<file path="src/shared/phase_mgr_defs.svh">
`ifndef PHASE_MGR_DEFS_SVH
`define PHASE_MGR_DEFS_SVH

// clock rate and derived cycle counts
`define SYS_CLK_HZ          100000000
`define RESTORE_DELAY_US    1500
`define BLANK_TIME_US       200
`define RESTORE_DELAY_CYC   (`RESTORE_DELAY_US * (`SYS_CLK_HZ / 1000000))
`define BLANK_TIME_CYC      (`BLANK_TIME_US * (`SYS_CLK_HZ / 1000000))

// duty ramp length in switching cycles
`define RAMP_CYCLES         15

// comparator-level widths
`define LEVEL_W             12
`define DUTY_W              8
`define DUTY_MAX            8'hFF

`endif

</file>
<file path="src/shared/phase_mgr_pkg.sv">
package phase_mgr_pkg;

    // pin level driven on each phase output
    typedef enum logic [1:0]
    {
        PH_LOW,
        PH_HIGH,
        PH_MID
    } phase_level_t;

    // light-load operating mode
    typedef enum logic [1:0]
    {
        LL_NORMAL,
        LL_DIODE_EMU,
        LL_PULSE_SKIP
    } light_mode_t;

endpackage

</file>
<file path="src/hdl/phase_manager.sv">
// Contract
// peak trip ends pulse, latches controller off
// only configured channels sense and switch
// mode at rail disables all light-load features
// dropping enabled only when mode below threshold
// four-phase drops at 75 and 50 percent
// dropped phase shows mid level when tri-select
// driver holds both switches off at mid
// dropped phase duty ramps down over 15 cycles
// above threshold plus hysteresis add one phase
// while dropped, two-thirds trip restores all phases
// wait 1.5 ms before dropping again
// limit hit while adding blanks latch-off 200us
// diode emulation mids output after zero current
// diode emulation needs tri-select and two phases
// never below two phases, go emulation instead
// falling load in emulation starts pulse skipping
// tri-select low means two-level outputs only
// decisions taken once per switching cycle
`timescale 1ns/10ps
`default_nettype none
`include "phase_mgr_defs.svh"

module phase_manager
    import phase_mgr_pkg::*;
#(
    parameter int RESTORE_CYC = `RESTORE_DELAY_CYC,
    parameter int BLANK_CYC   = `BLANK_TIME_CYC
)
(
    // clock and reset
    input  wire logic                 sys_clk,
    input  wire logic                 rst,
    // configuration pins
    input  wire logic                 third_phase_strap,
    input  wire logic                 fourth_phase_strap,
    input  wire logic                 tri_select,
    input  wire logic                 mode_at_rail,
    input  wire logic                 mode_below_disable,
    // total current comparators, already scaled against the mode level
    input  wire logic                 total_below_75,
    input  wire logic                 total_below_50,
    input  wire logic                 total_above_hyst,
    input  wire logic                 light_load_low,
    input  wire logic                 deep_light_load,
    // per-channel current comparators
    input  wire logic [3:0]           peak_trip,
    input  wire logic [3:0]           two_thirds_trip,
    input  wire logic [3:0]           zero_current,
    // control loop
    input  wire logic [`DUTY_W-1:0]   steady_duty,
    input  wire logic [`DUTY_W-1:0]   ramp,
    input  wire logic                 cycle_start,
    // outputs
    output logic [1:0]                phase_out [4],
    output logic [3:0]                channel_active,
    output logic [2:0]                phase_count,
    output logic                      latched_off,
    output light_mode_t               light_mode
);

    // ------------------------------------------------------------
    // input synchronisers
    // ------------------------------------------------------------
    localparam int NS = 22;
    logic [NS-1:0] sync_a;
    logic [NS-1:0] sync_b;
    logic [NS-1:0] raw_in;

    assign raw_in = {third_phase_strap, fourth_phase_strap, tri_select, mode_at_rail,
                     mode_below_disable, total_below_75, total_below_50, total_above_hyst,
                     light_load_low, deep_light_load, peak_trip, two_thirds_trip, zero_current};

    // analog comparators are asynchronous to the switching clock
    always_ff @(posedge sys_clk or posedge rst)
    begin
        if (rst)
        begin
            sync_a <= '0;
            sync_b <= '0;
        end
        else
        begin
            sync_a <= raw_in;
            sync_b <= sync_a;
        end
    end

    logic       s_str3, s_str4, s_tri, s_rail, s_below, s_b75, s_b50, s_hyst, s_low, s_deep;
    logic [3:0] s_peak, s_two3, s_zero;

    assign {s_str3, s_str4, s_tri, s_rail, s_below, s_b75, s_b50, s_hyst, s_low, s_deep,
            s_peak, s_two3, s_zero} = sync_b;

    // ------------------------------------------------------------
    // configuration
    // ------------------------------------------------------------
    logic [2:0] max_phases;
    logic [3:0] cfg_mask;
    logic       ll_enable;

    // straps pick 2, 3 or 4 phases
    assign max_phases = s_str4 ? 3'h4 : (s_str3 ? 3'h3 : 3'h2);
    assign cfg_mask   = s_str4 ? 4'hF : (s_str3 ? 4'h7 : 4'h3);
    assign ll_enable  = s_below && !s_rail;

    function automatic logic [3:0] mask_of(input logic [2:0] n);
        mask_of = (n == 3'h4) ? 4'hF : ((n == 3'h3) ? 4'h7 : 4'h3);
    endfunction

    // ------------------------------------------------------------
    // protection and timers
    // ------------------------------------------------------------
    logic [17:0] restore_cnt;
    logic [15:0] blank_cnt;
    logic        adding;
    logic        any_peak;
    logic        any_two3;

    assign any_peak = |(s_peak & channel_active);
    assign any_two3 = |(s_two3 & channel_active);

    // a trip outside blanking latches off until reset, except while adding with light load enabled
    always_ff @(posedge sys_clk or posedge rst)
    begin
        if (rst)
            latched_off <= 1'b0;
        else if (any_peak && blank_cnt == '0 && !(adding && ll_enable))
            latched_off <= 1'b1;
    end

    // blanking armed by a limit hit while phases are being added
    always_ff @(posedge sys_clk or posedge rst)
    begin
        if (rst)
            blank_cnt <= '0;
        else if (adding && any_peak && blank_cnt == '0)
            blank_cnt <= 16'(BLANK_CYC);
        else if (blank_cnt != '0)
            blank_cnt <= blank_cnt - 16'h0001;
    end

    // ------------------------------------------------------------
    // phase count decision
    // ------------------------------------------------------------
    logic [2:0]         target;
    logic [2:0]         next_count;
    logic [3:0]         ramp_left;
    logic [3:0]         ramp_mask;
    logic [`DUTY_W-1:0] ramp_duty;

    // thresholds only apply where that many phases exist
    always_comb
    begin
        target = max_phases;
        if (max_phases == 3'h4 && s_b75)
            target = 3'h3;
        if (s_b50)
            target = 3'h2;
    end

    always_comb
    begin
        next_count = phase_count;
        if (!ll_enable || phase_count > max_phases)
            next_count = max_phases;
        else if (phase_count < max_phases && any_two3)
            next_count = max_phases;
        else if (restore_cnt != '0)
            next_count = phase_count;
        else if (s_hyst && phase_count < max_phases)
            next_count = phase_count + 3'h1;
        else if (!s_hyst && target < phase_count && ramp_left == '0 && ramp_mask != '0)
            next_count = phase_count - 3'h1;
    end

    // all-phase restore holds off dropping for a fixed delay
    always_ff @(posedge sys_clk or posedge rst)
    begin
        if (rst)
            restore_cnt <= '0;
        else if (ll_enable && phase_count < max_phases && any_two3)
            restore_cnt <= 18'(RESTORE_CYC);
        else if (restore_cnt != '0)
            restore_cnt <= restore_cnt - 18'h00001;
    end

    // count moves only at a switching-cycle boundary
    always_ff @(posedge sys_clk or posedge rst)
    begin
        if (rst)
            phase_count <= 3'h2;
        else if (cycle_start)
            phase_count <= next_count;
    end

    always_ff @(posedge sys_clk or posedge rst)
    begin
        if (rst)
            adding <= 1'b0;
        else if (cycle_start)
            adding <= next_count > phase_count;
    end

    // ------------------------------------------------------------
    // gradual duty ramp-down of the phase being dropped
    // ------------------------------------------------------------
    // a drop first runs 15 shrinking cycles, then the count steps down
    always_ff @(posedge sys_clk or posedge rst)
    begin
        if (rst)
        begin
            ramp_left <= '0;
            ramp_mask <= '0;
        end
        else if (cycle_start)
        begin
            if (ll_enable && target < phase_count && !s_hyst && restore_cnt == '0
                && ramp_left == '0 && ramp_mask == '0)
            begin
                ramp_left <= 4'(`RAMP_CYCLES);
                ramp_mask <= mask_of(phase_count) & ~mask_of(phase_count - 3'h1);
            end
            else if (ramp_left != '0)
                ramp_left <= ramp_left - 4'h1;
            else
                ramp_mask <= '0;
        end
        else if (next_count > phase_count)
        begin
            // an add restores full duty at once, so no stale ramp may linger
            ramp_left <= '0;
            ramp_mask <= '0;
        end
    end

    // duty scaled linearly by remaining ramp cycles
    assign ramp_duty = `DUTY_W'((16'(steady_duty) * 16'(ramp_left)) / 16'(`RAMP_CYCLES));

    // ------------------------------------------------------------
    // light-load mode
    // ------------------------------------------------------------
    always_ff @(posedge sys_clk or posedge rst)
    begin
        if (rst)
            light_mode <= LL_NORMAL;
        else if (cycle_start)
        begin
            if (!ll_enable || !s_tri || phase_count != 3'h2 || !s_low)
                light_mode <= LL_NORMAL;
            else if (s_deep)
                light_mode <= LL_PULSE_SKIP;
            else
                light_mode <= LL_DIODE_EMU;
        end
    end

    always_ff @(posedge sys_clk or posedge rst)
    begin
        if (rst)
            channel_active <= '0;
        else
            channel_active <= cfg_mask & (mask_of(phase_count) | ramp_mask);
    end

    // ------------------------------------------------------------
    // phase outputs
    // ------------------------------------------------------------
    genvar g;
    generate
        for (g = 0; g < 4; g++)
        begin : gen_ph
            phase_pwm u_pwm
            (
                .sys_clk    (sys_clk),
                .rst        (rst),
                .ramp       (ramp),
                .duty       (ramp_mask[g] ? ramp_duty : steady_duty),
                .enable     (channel_active[g] && !latched_off),
                .tri_sel    (s_tri),
                .diode_emu  (light_mode == LL_DIODE_EMU),
                .skip       (light_mode == LL_PULSE_SKIP),
                .zero_cross (s_zero[g]),
                .kill       (s_peak[g] || latched_off),
                .level      (phase_out[g])
            );
        end
    endgenerate

endmodule

`default_nettype wire

</file>
<file path="src/hdl/phase_pwm.sv">
`timescale 1ns/10ps
`default_nettype none
`include "phase_mgr_defs.svh"

// one phase: duty comparator against a ramp, with output shaping
module phase_pwm
    import phase_mgr_pkg::*;
(
    // clock and reset
    input  wire logic                 sys_clk,
    input  wire logic                 rst,
    // timing
    input  wire logic [`DUTY_W-1:0]   ramp,
    input  wire logic [`DUTY_W-1:0]   duty,
    // control
    input  wire logic                 enable,
    input  wire logic                 tri_sel,
    input  wire logic                 diode_emu,
    input  wire logic                 skip,
    input  wire logic                 zero_cross,
    input  wire logic                 kill,
    // pin
    output logic [1:0]                level
);

    logic on_now;

    // on while ramp is below duty; a kill ends the pulse at once
    assign on_now = enable && !kill && !skip && (ramp < duty);

    // idle level is mid only when tri-level is allowed
    always_ff @(posedge sys_clk or posedge rst)
    begin
        if (rst)
            level <= PH_LOW;
        else if (!enable)
            level <= tri_sel ? PH_MID : PH_LOW;
        else if (on_now)
            level <= PH_HIGH;
        else if (tri_sel && (diode_emu || skip) && zero_cross)
            level <= PH_MID;
        else
            level <= PH_LOW;
    end

endmodule

`default_nettype wire

</file>
<file path="config.mk">
export PLATFORM = sky130hd
export DESIGN_NAME = phase_manager
export DESIGN_NICKNAME = d
export VERILOG_FILES = /design/src/shared/phase_mgr_pkg.sv /design/src/hdl/phase_manager.sv /design/src/hdl/phase_pwm.sv
export VERILOG_INCLUDE_DIRS = /design/src /design/src/shared
export SDC_FILE = /design/constraint.sdc
export NUM_CORES = 1
export LEC_CHECK = 0
export BUFFER_PORTS_ARGS = -buffer_cell sky130_fd_sc_hd__clkbuf_2
export CAP_MARGIN = 20
export CORE_MARGIN = 4
export CORE_UTILIZATION = 24
export DETAILED_ROUTE_END_ITERATION = 8
export PLACE_DENSITY = 0.46
export SLEW_MARGIN = 30
export SYNTH_ARGS = -nofsm -noshare
export SYNTH_HDL_FRONTEND = slang
export SYNTH_HIERARCHICAL = 1
export SYNTH_SLANG_ARGS = --single-unit
</file>
<file path="constraint.sdc">
create_clock -name sys_clk -period 7.57 [get_ports sys_clk]
set_input_delay 0.3785 -clock sys_clk [delete_from_list [all_inputs] [get_ports sys_clk]]
set_output_delay 0.3785 -clock sys_clk [all_outputs]
set_load 0.01 [all_outputs]
</file>
==> impl_metrics.tcl <==
set metrics [dict create \
    outcome "finished clean" \
    final_common_cell "sky130_fd_sc_hd__dfrtp_1" \
    period_needed_ns 7.047 \
    globalRouteTotalUtil_pct 11.10 \
    max_buffers_root_to_sink 2 \
    core_area_mm2 0.02995 \
    clk_root_buffer_cell "sky130_fd_sc_hd__clkbuf_16" \
    clkSlewWorstSetupHoldPaths_ns 0.07 \
    antenna_cells 0 \
    overall_via_count_from_detail_route 5850 \
    worst_hold_path_type "in -> reg" \
    critical_path_arrival_ns 7.28 \
    yosys_register_bits 102 \
    critPathSlowestCell "sky130_fd_sc_hd__fa_1" \
    top_library_cells_by_usage_in_the_layout_fill_and_taps_aside "101 x sky130_fd_sc_hd__dfrtp_1, 78 x sky130_fd_sc_hd__nor2_1, 73 x sky130_fd_sc_hd__inv_1, 67 x sky130_fd_sc_hd__nand2_1, 61 x sky130_fd_sc_hd__ha_1" \
    netlist_area_mm2 0.007373 \
    die-area_mm2 0.03359 \
    critical_path.endpoint_type "flop" \
    fin_crit_sh_pct 93.09 \
    count_of_final_hold_check_violations 0 \
    drt_pass1_iterations 5 \
    post-route-drc-count 0 \
    grt_first_pass_wirelength_um 30680 \
    worst-setup-path-type "reg -> reg" \
    gpl.final_weighted_congestion 0.8299 \
    crit_required_ns 7.80 \
    yosys_warnings 6 \
    synth_ff_type "sky130_fd_sc_hd__dfrtp_1" \
    cp_max_fo 11 \
    grt_util_met1_pct 15.31 \
    number_of_synthesized_flops_with_an_enable_pin 0 \
    use_met3_pct 2.142 \
    fp-row-count 63 \
    numCtsBuffers 9 \
    dr.first_iter.drc_count 299 \
    cts_tree "built" \
    global_route.usage.met2_pct 18.44 \
    route.detailed.vias_per_inst 4.617 \
    syn-instance-count 816 \
    clkLatencyLatePin_ns 0.35 \
    start_kind "flop" \
    number_of_global_route_vias_before_repair 5956 \
    timing.max_slew.rel_slack_pct 46.20 \
    totalWireLength_um 17970 \
    post_drt_wl_per_cell_um 14.18 \
    drt_antenna_net_count 0 \
    vdd.ir_drop.worst_v 0.0002246 \
    cpPeakStageDelay_ns 0.55 \
    die_width_um 183.3 \
    fraction_of_layout_instances_using_a_drive_strength_above_1_pct 16.76 \
    post-cts-setup-buffer-count 0 \
    fmaxAchievable_mhz 141.9 \
    hold_slack_ns 0.1321 \
    crit_top_cell "sky130_fd_sc_hd__fa_1" \
    globalRoute.busiestLayer "met2" \
    cts-htree-levels 3 \
    height_of_the_die_um 183.3 \
    worstMarginPinSlew_ns 0.8013 \
    yosysUniqueCellTypes 82 \
    top_level_ports 59 \
    synth.avg_cell_area_um2 9.036 \
    hpwl_um 14320 \
    start_util_pct 24.62 \
    grt_max_degree 69 \
    power_density_mw_per_mm2 434.7 \
    maxSlewViolCount 0 \
    register_area_share_after_synthesis_pct 34.63 \
    timing.final.setup_violations 0 \
    grt_setup_unrepaired "false" \
    cellLeakagePower_nw 3.777 \
    totalNegativeSetupSlack_ns 0 \
    syn_nets 931 \
    antenna_found_initial 0 \
    asyncSetResetFlopFracSynth_pct 100.0 \
    finalNetCount 987 \
    area.growth.synth_to_final_pct 15.00 \
    final.setup_skew_ns 0.009529 \
    max-cap-violations 0 \
    place.port_buffers 58 \
    gr-total-overflow 0 \
    numClockSinks 102 \
]
## registers in the layout (all words and copies together) (netlist names)
signal              cells
latched_off             1
sync_b                 22
ramp_left               4
gen_ph.u_pwm/level      8
light_mode              2
phase_count             3
channel_active          3
restore_cnt            18
adding                  1
ramp_mask               2
blank_cnt              16
sync_a                 22
## path summary, 6_finish.rpt
path | startpoint | to | slack (ns) | depth (start not counted)
hold reg to reg | sync_a[0]$_DFF_PP0_ | sync_b[0]$_DFF_PP0_ | 0.35 | 0
hold / removal | third_phase_strap | sync_a[21]$_DFF_PP0_ | 0.13 | 1
setup / recovery | ramp_left[3]$_DFFE_PP0P_ | gen_ph[2].u_pwm/level[1]$_DFF_PP0_ | 0.52 | 29
setup reg to reg | ramp_left[3]$_DFFE_PP0P_ | gen_ph[2].u_pwm/level[1]$_DFF_PP0_ | 0.52 | 29
min in group asynchronous | rst | gen_ph[3].u_pwm/level[0]$_DFF_PP0_ | 0.50 | 3
max in group asynchronous | rst | restore_cnt[17]$_DFFE_PP0P_ | 6.06 | 4
## stage by stage
step | total power, mW | setup slack (ns) | util [%] | cells | cell area [um2]
2_1_floorplan | 2.679 | 1.041 | - | 816 | 7373
3_3_place_gp | 3.190 | 0.4878 | 27.03 | 1250 | 8097
3_5_place_dp | 3.165 | 0.4230 | 27.03 | 1250 | 8097
4_1_cts | 3.653 | 0.4542 | 28.10 | 1267 | 8417
5_1_grt | 4.051 | 0.02095 | 28.31 | 1267 | 8479
6_report | 3.686 | 0.5231 | 28.31 | 1267 | 8479
## layer usage
| metal | share of wire [%] | vias to the layer above |
|---|---|---|
| li1 | - | 2986 |
| met1 | 47 | 2777 |
| met2 | 48 | 75 |
| met3 | 3.5 | 12 |
| met4 | 0.77 | 0 |
| met5 | 0 | - |
## power breakdown
part	switching, mW	internal [mW]	total [mW]
Combinational	1.50	0.968	2.47
Sequential	0.110	0.640	0.749
Clock	0.207	0.261	0.467
Total	1.82	1.87	3.69
## timing repair
item / in CTS / in global routing
hold endpoints to repair: 8 / 0
hold buffers: 1 / 0
gates resized for setup: 0 / 8
setup endpoints to repair: 0 / 3
## synth_stat cells, types with 4 or more instances
| cell type | instances | area share, % |
|---|---|---|
| sky130_fd_sc_hd__ha_1 | 62 | 11 |
| sky130_fd_sc_hd__nand2_1 | 67 | 3.4 |
| sky130_fd_sc_hd__o21ai_2 | 6 | 0.71 |
| sky130_fd_sc_hd__a22o_1 | 6 | 0.71 |
| sky130_fd_sc_hd__mux2_2 | 7 | 1.1 |
| sky130_fd_sc_hd__nor4_1 | 7 | 0.59 |
| sky130_fd_sc_hd__a211oi_2 | 5 | 0.85 |
| sky130_fd_sc_hd__a21o_1 | 6 | 0.61 |
| sky130_fd_sc_hd__nor2_1 | 78 | 4.0 |
| sky130_fd_sc_hd__o31ai_1 | 5 | 0.51 |
| sky130_fd_sc_hd__nor3_1 | 17 | 1.2 |
| sky130_fd_sc_hd__dfrtp_1 | 101 | 34 |
| sky130_fd_sc_hd__or4_1 | 4 | 0.41 |
| sky130_fd_sc_hd__nand4_1 | 8 | 0.68 |
| sky130_fd_sc_hd__a211oi_1 | 11 | 1.1 |
| sky130_fd_sc_hd__a31oi_1 | 7 | 0.59 |
| sky130_fd_sc_hd__and2_1 | 28 | 2.4 |
| sky130_fd_sc_hd__o21ai_1 | 12 | 0.81 |
| sky130_fd_sc_hd__o21ai_0 | 33 | 2.2 |
| sky130_fd_sc_hd__mux2i_1 | 4 | 0.54 |
| sky130_fd_sc_hd__nor2b_1 | 14 | 1.2 |
| sky130_fd_sc_hd__clkbuf_1 | 10 | 0.51 |
| sky130_fd_sc_hd__a21oi_2 | 6 | 0.71 |
| sky130_fd_sc_hd__nand2b_1 | 8 | 0.68 |
| sky130_fd_sc_hd__o22ai_1 | 7 | 0.59 |
| sky130_fd_sc_hd__xnor2_1 | 24 | 2.9 |
| sky130_fd_sc_hd__or2_2 | 9 | 0.76 |
| sky130_fd_sc_hd__and3_1 | 5 | 0.42 |
| sky130_fd_sc_hd__inv_1 | 74 | 3.8 |
| sky130_fd_sc_hd__nor4b_2 | 4 | 0.81 |
| sky130_fd_sc_hd__a21oi_1 | 52 | 3.5 |
| sky130_fd_sc_hd__fa_1 | 12 | 3.3 |
| sky130_fd_sc_hd__or3_1 | 9 | 0.76 |
| sky130_fd_sc_hd__o211ai_1 | 7 | 0.71 |
| sky130_fd_sc_hd__nand3_1 | 24 | 1.6 |
| sky130_fd_sc_hd__xor2_1 | 13 | 1.5 |
## final cells by class
class | count | area [um2]
clock inverters | 7 | 85.08
well taps | 390 | 488.0
clock buffers | 9 | 225.2
multi-input cells | 624 | 4528
fillers | 3220 | 21470
repair buffers | 61 | 319.1
inverters | 74 | 280.3
flip-flops and latches | 102 | 2554
## worst max-delay path, delay by kind of cell, from the launching register on
family          cells  cell delay (ns)
simple gates        9             1.64
mux                 1             0.42
flops               1             0.51
fa+ha+maj           5             1.96
compound gates     12             2.27
buf+inv             2             0.15
## logic make-up after synthesis
kind of cell | Yosys count | synth area share, %
AOI/OAI and AO/OA | 201 | 19.43
xor gates and xnor gates | 40 | 5.142
adders and majority gates | 74 | 13.78
buffers and inverters | 90 | 4.751
DFF | 102 | 34.63
muxes | 12 | 1.816
other | 1 | 0.05086
and+or+nand+nor | 296 | 20.40
No activity file was read; power rests on OpenSTA's default activity.
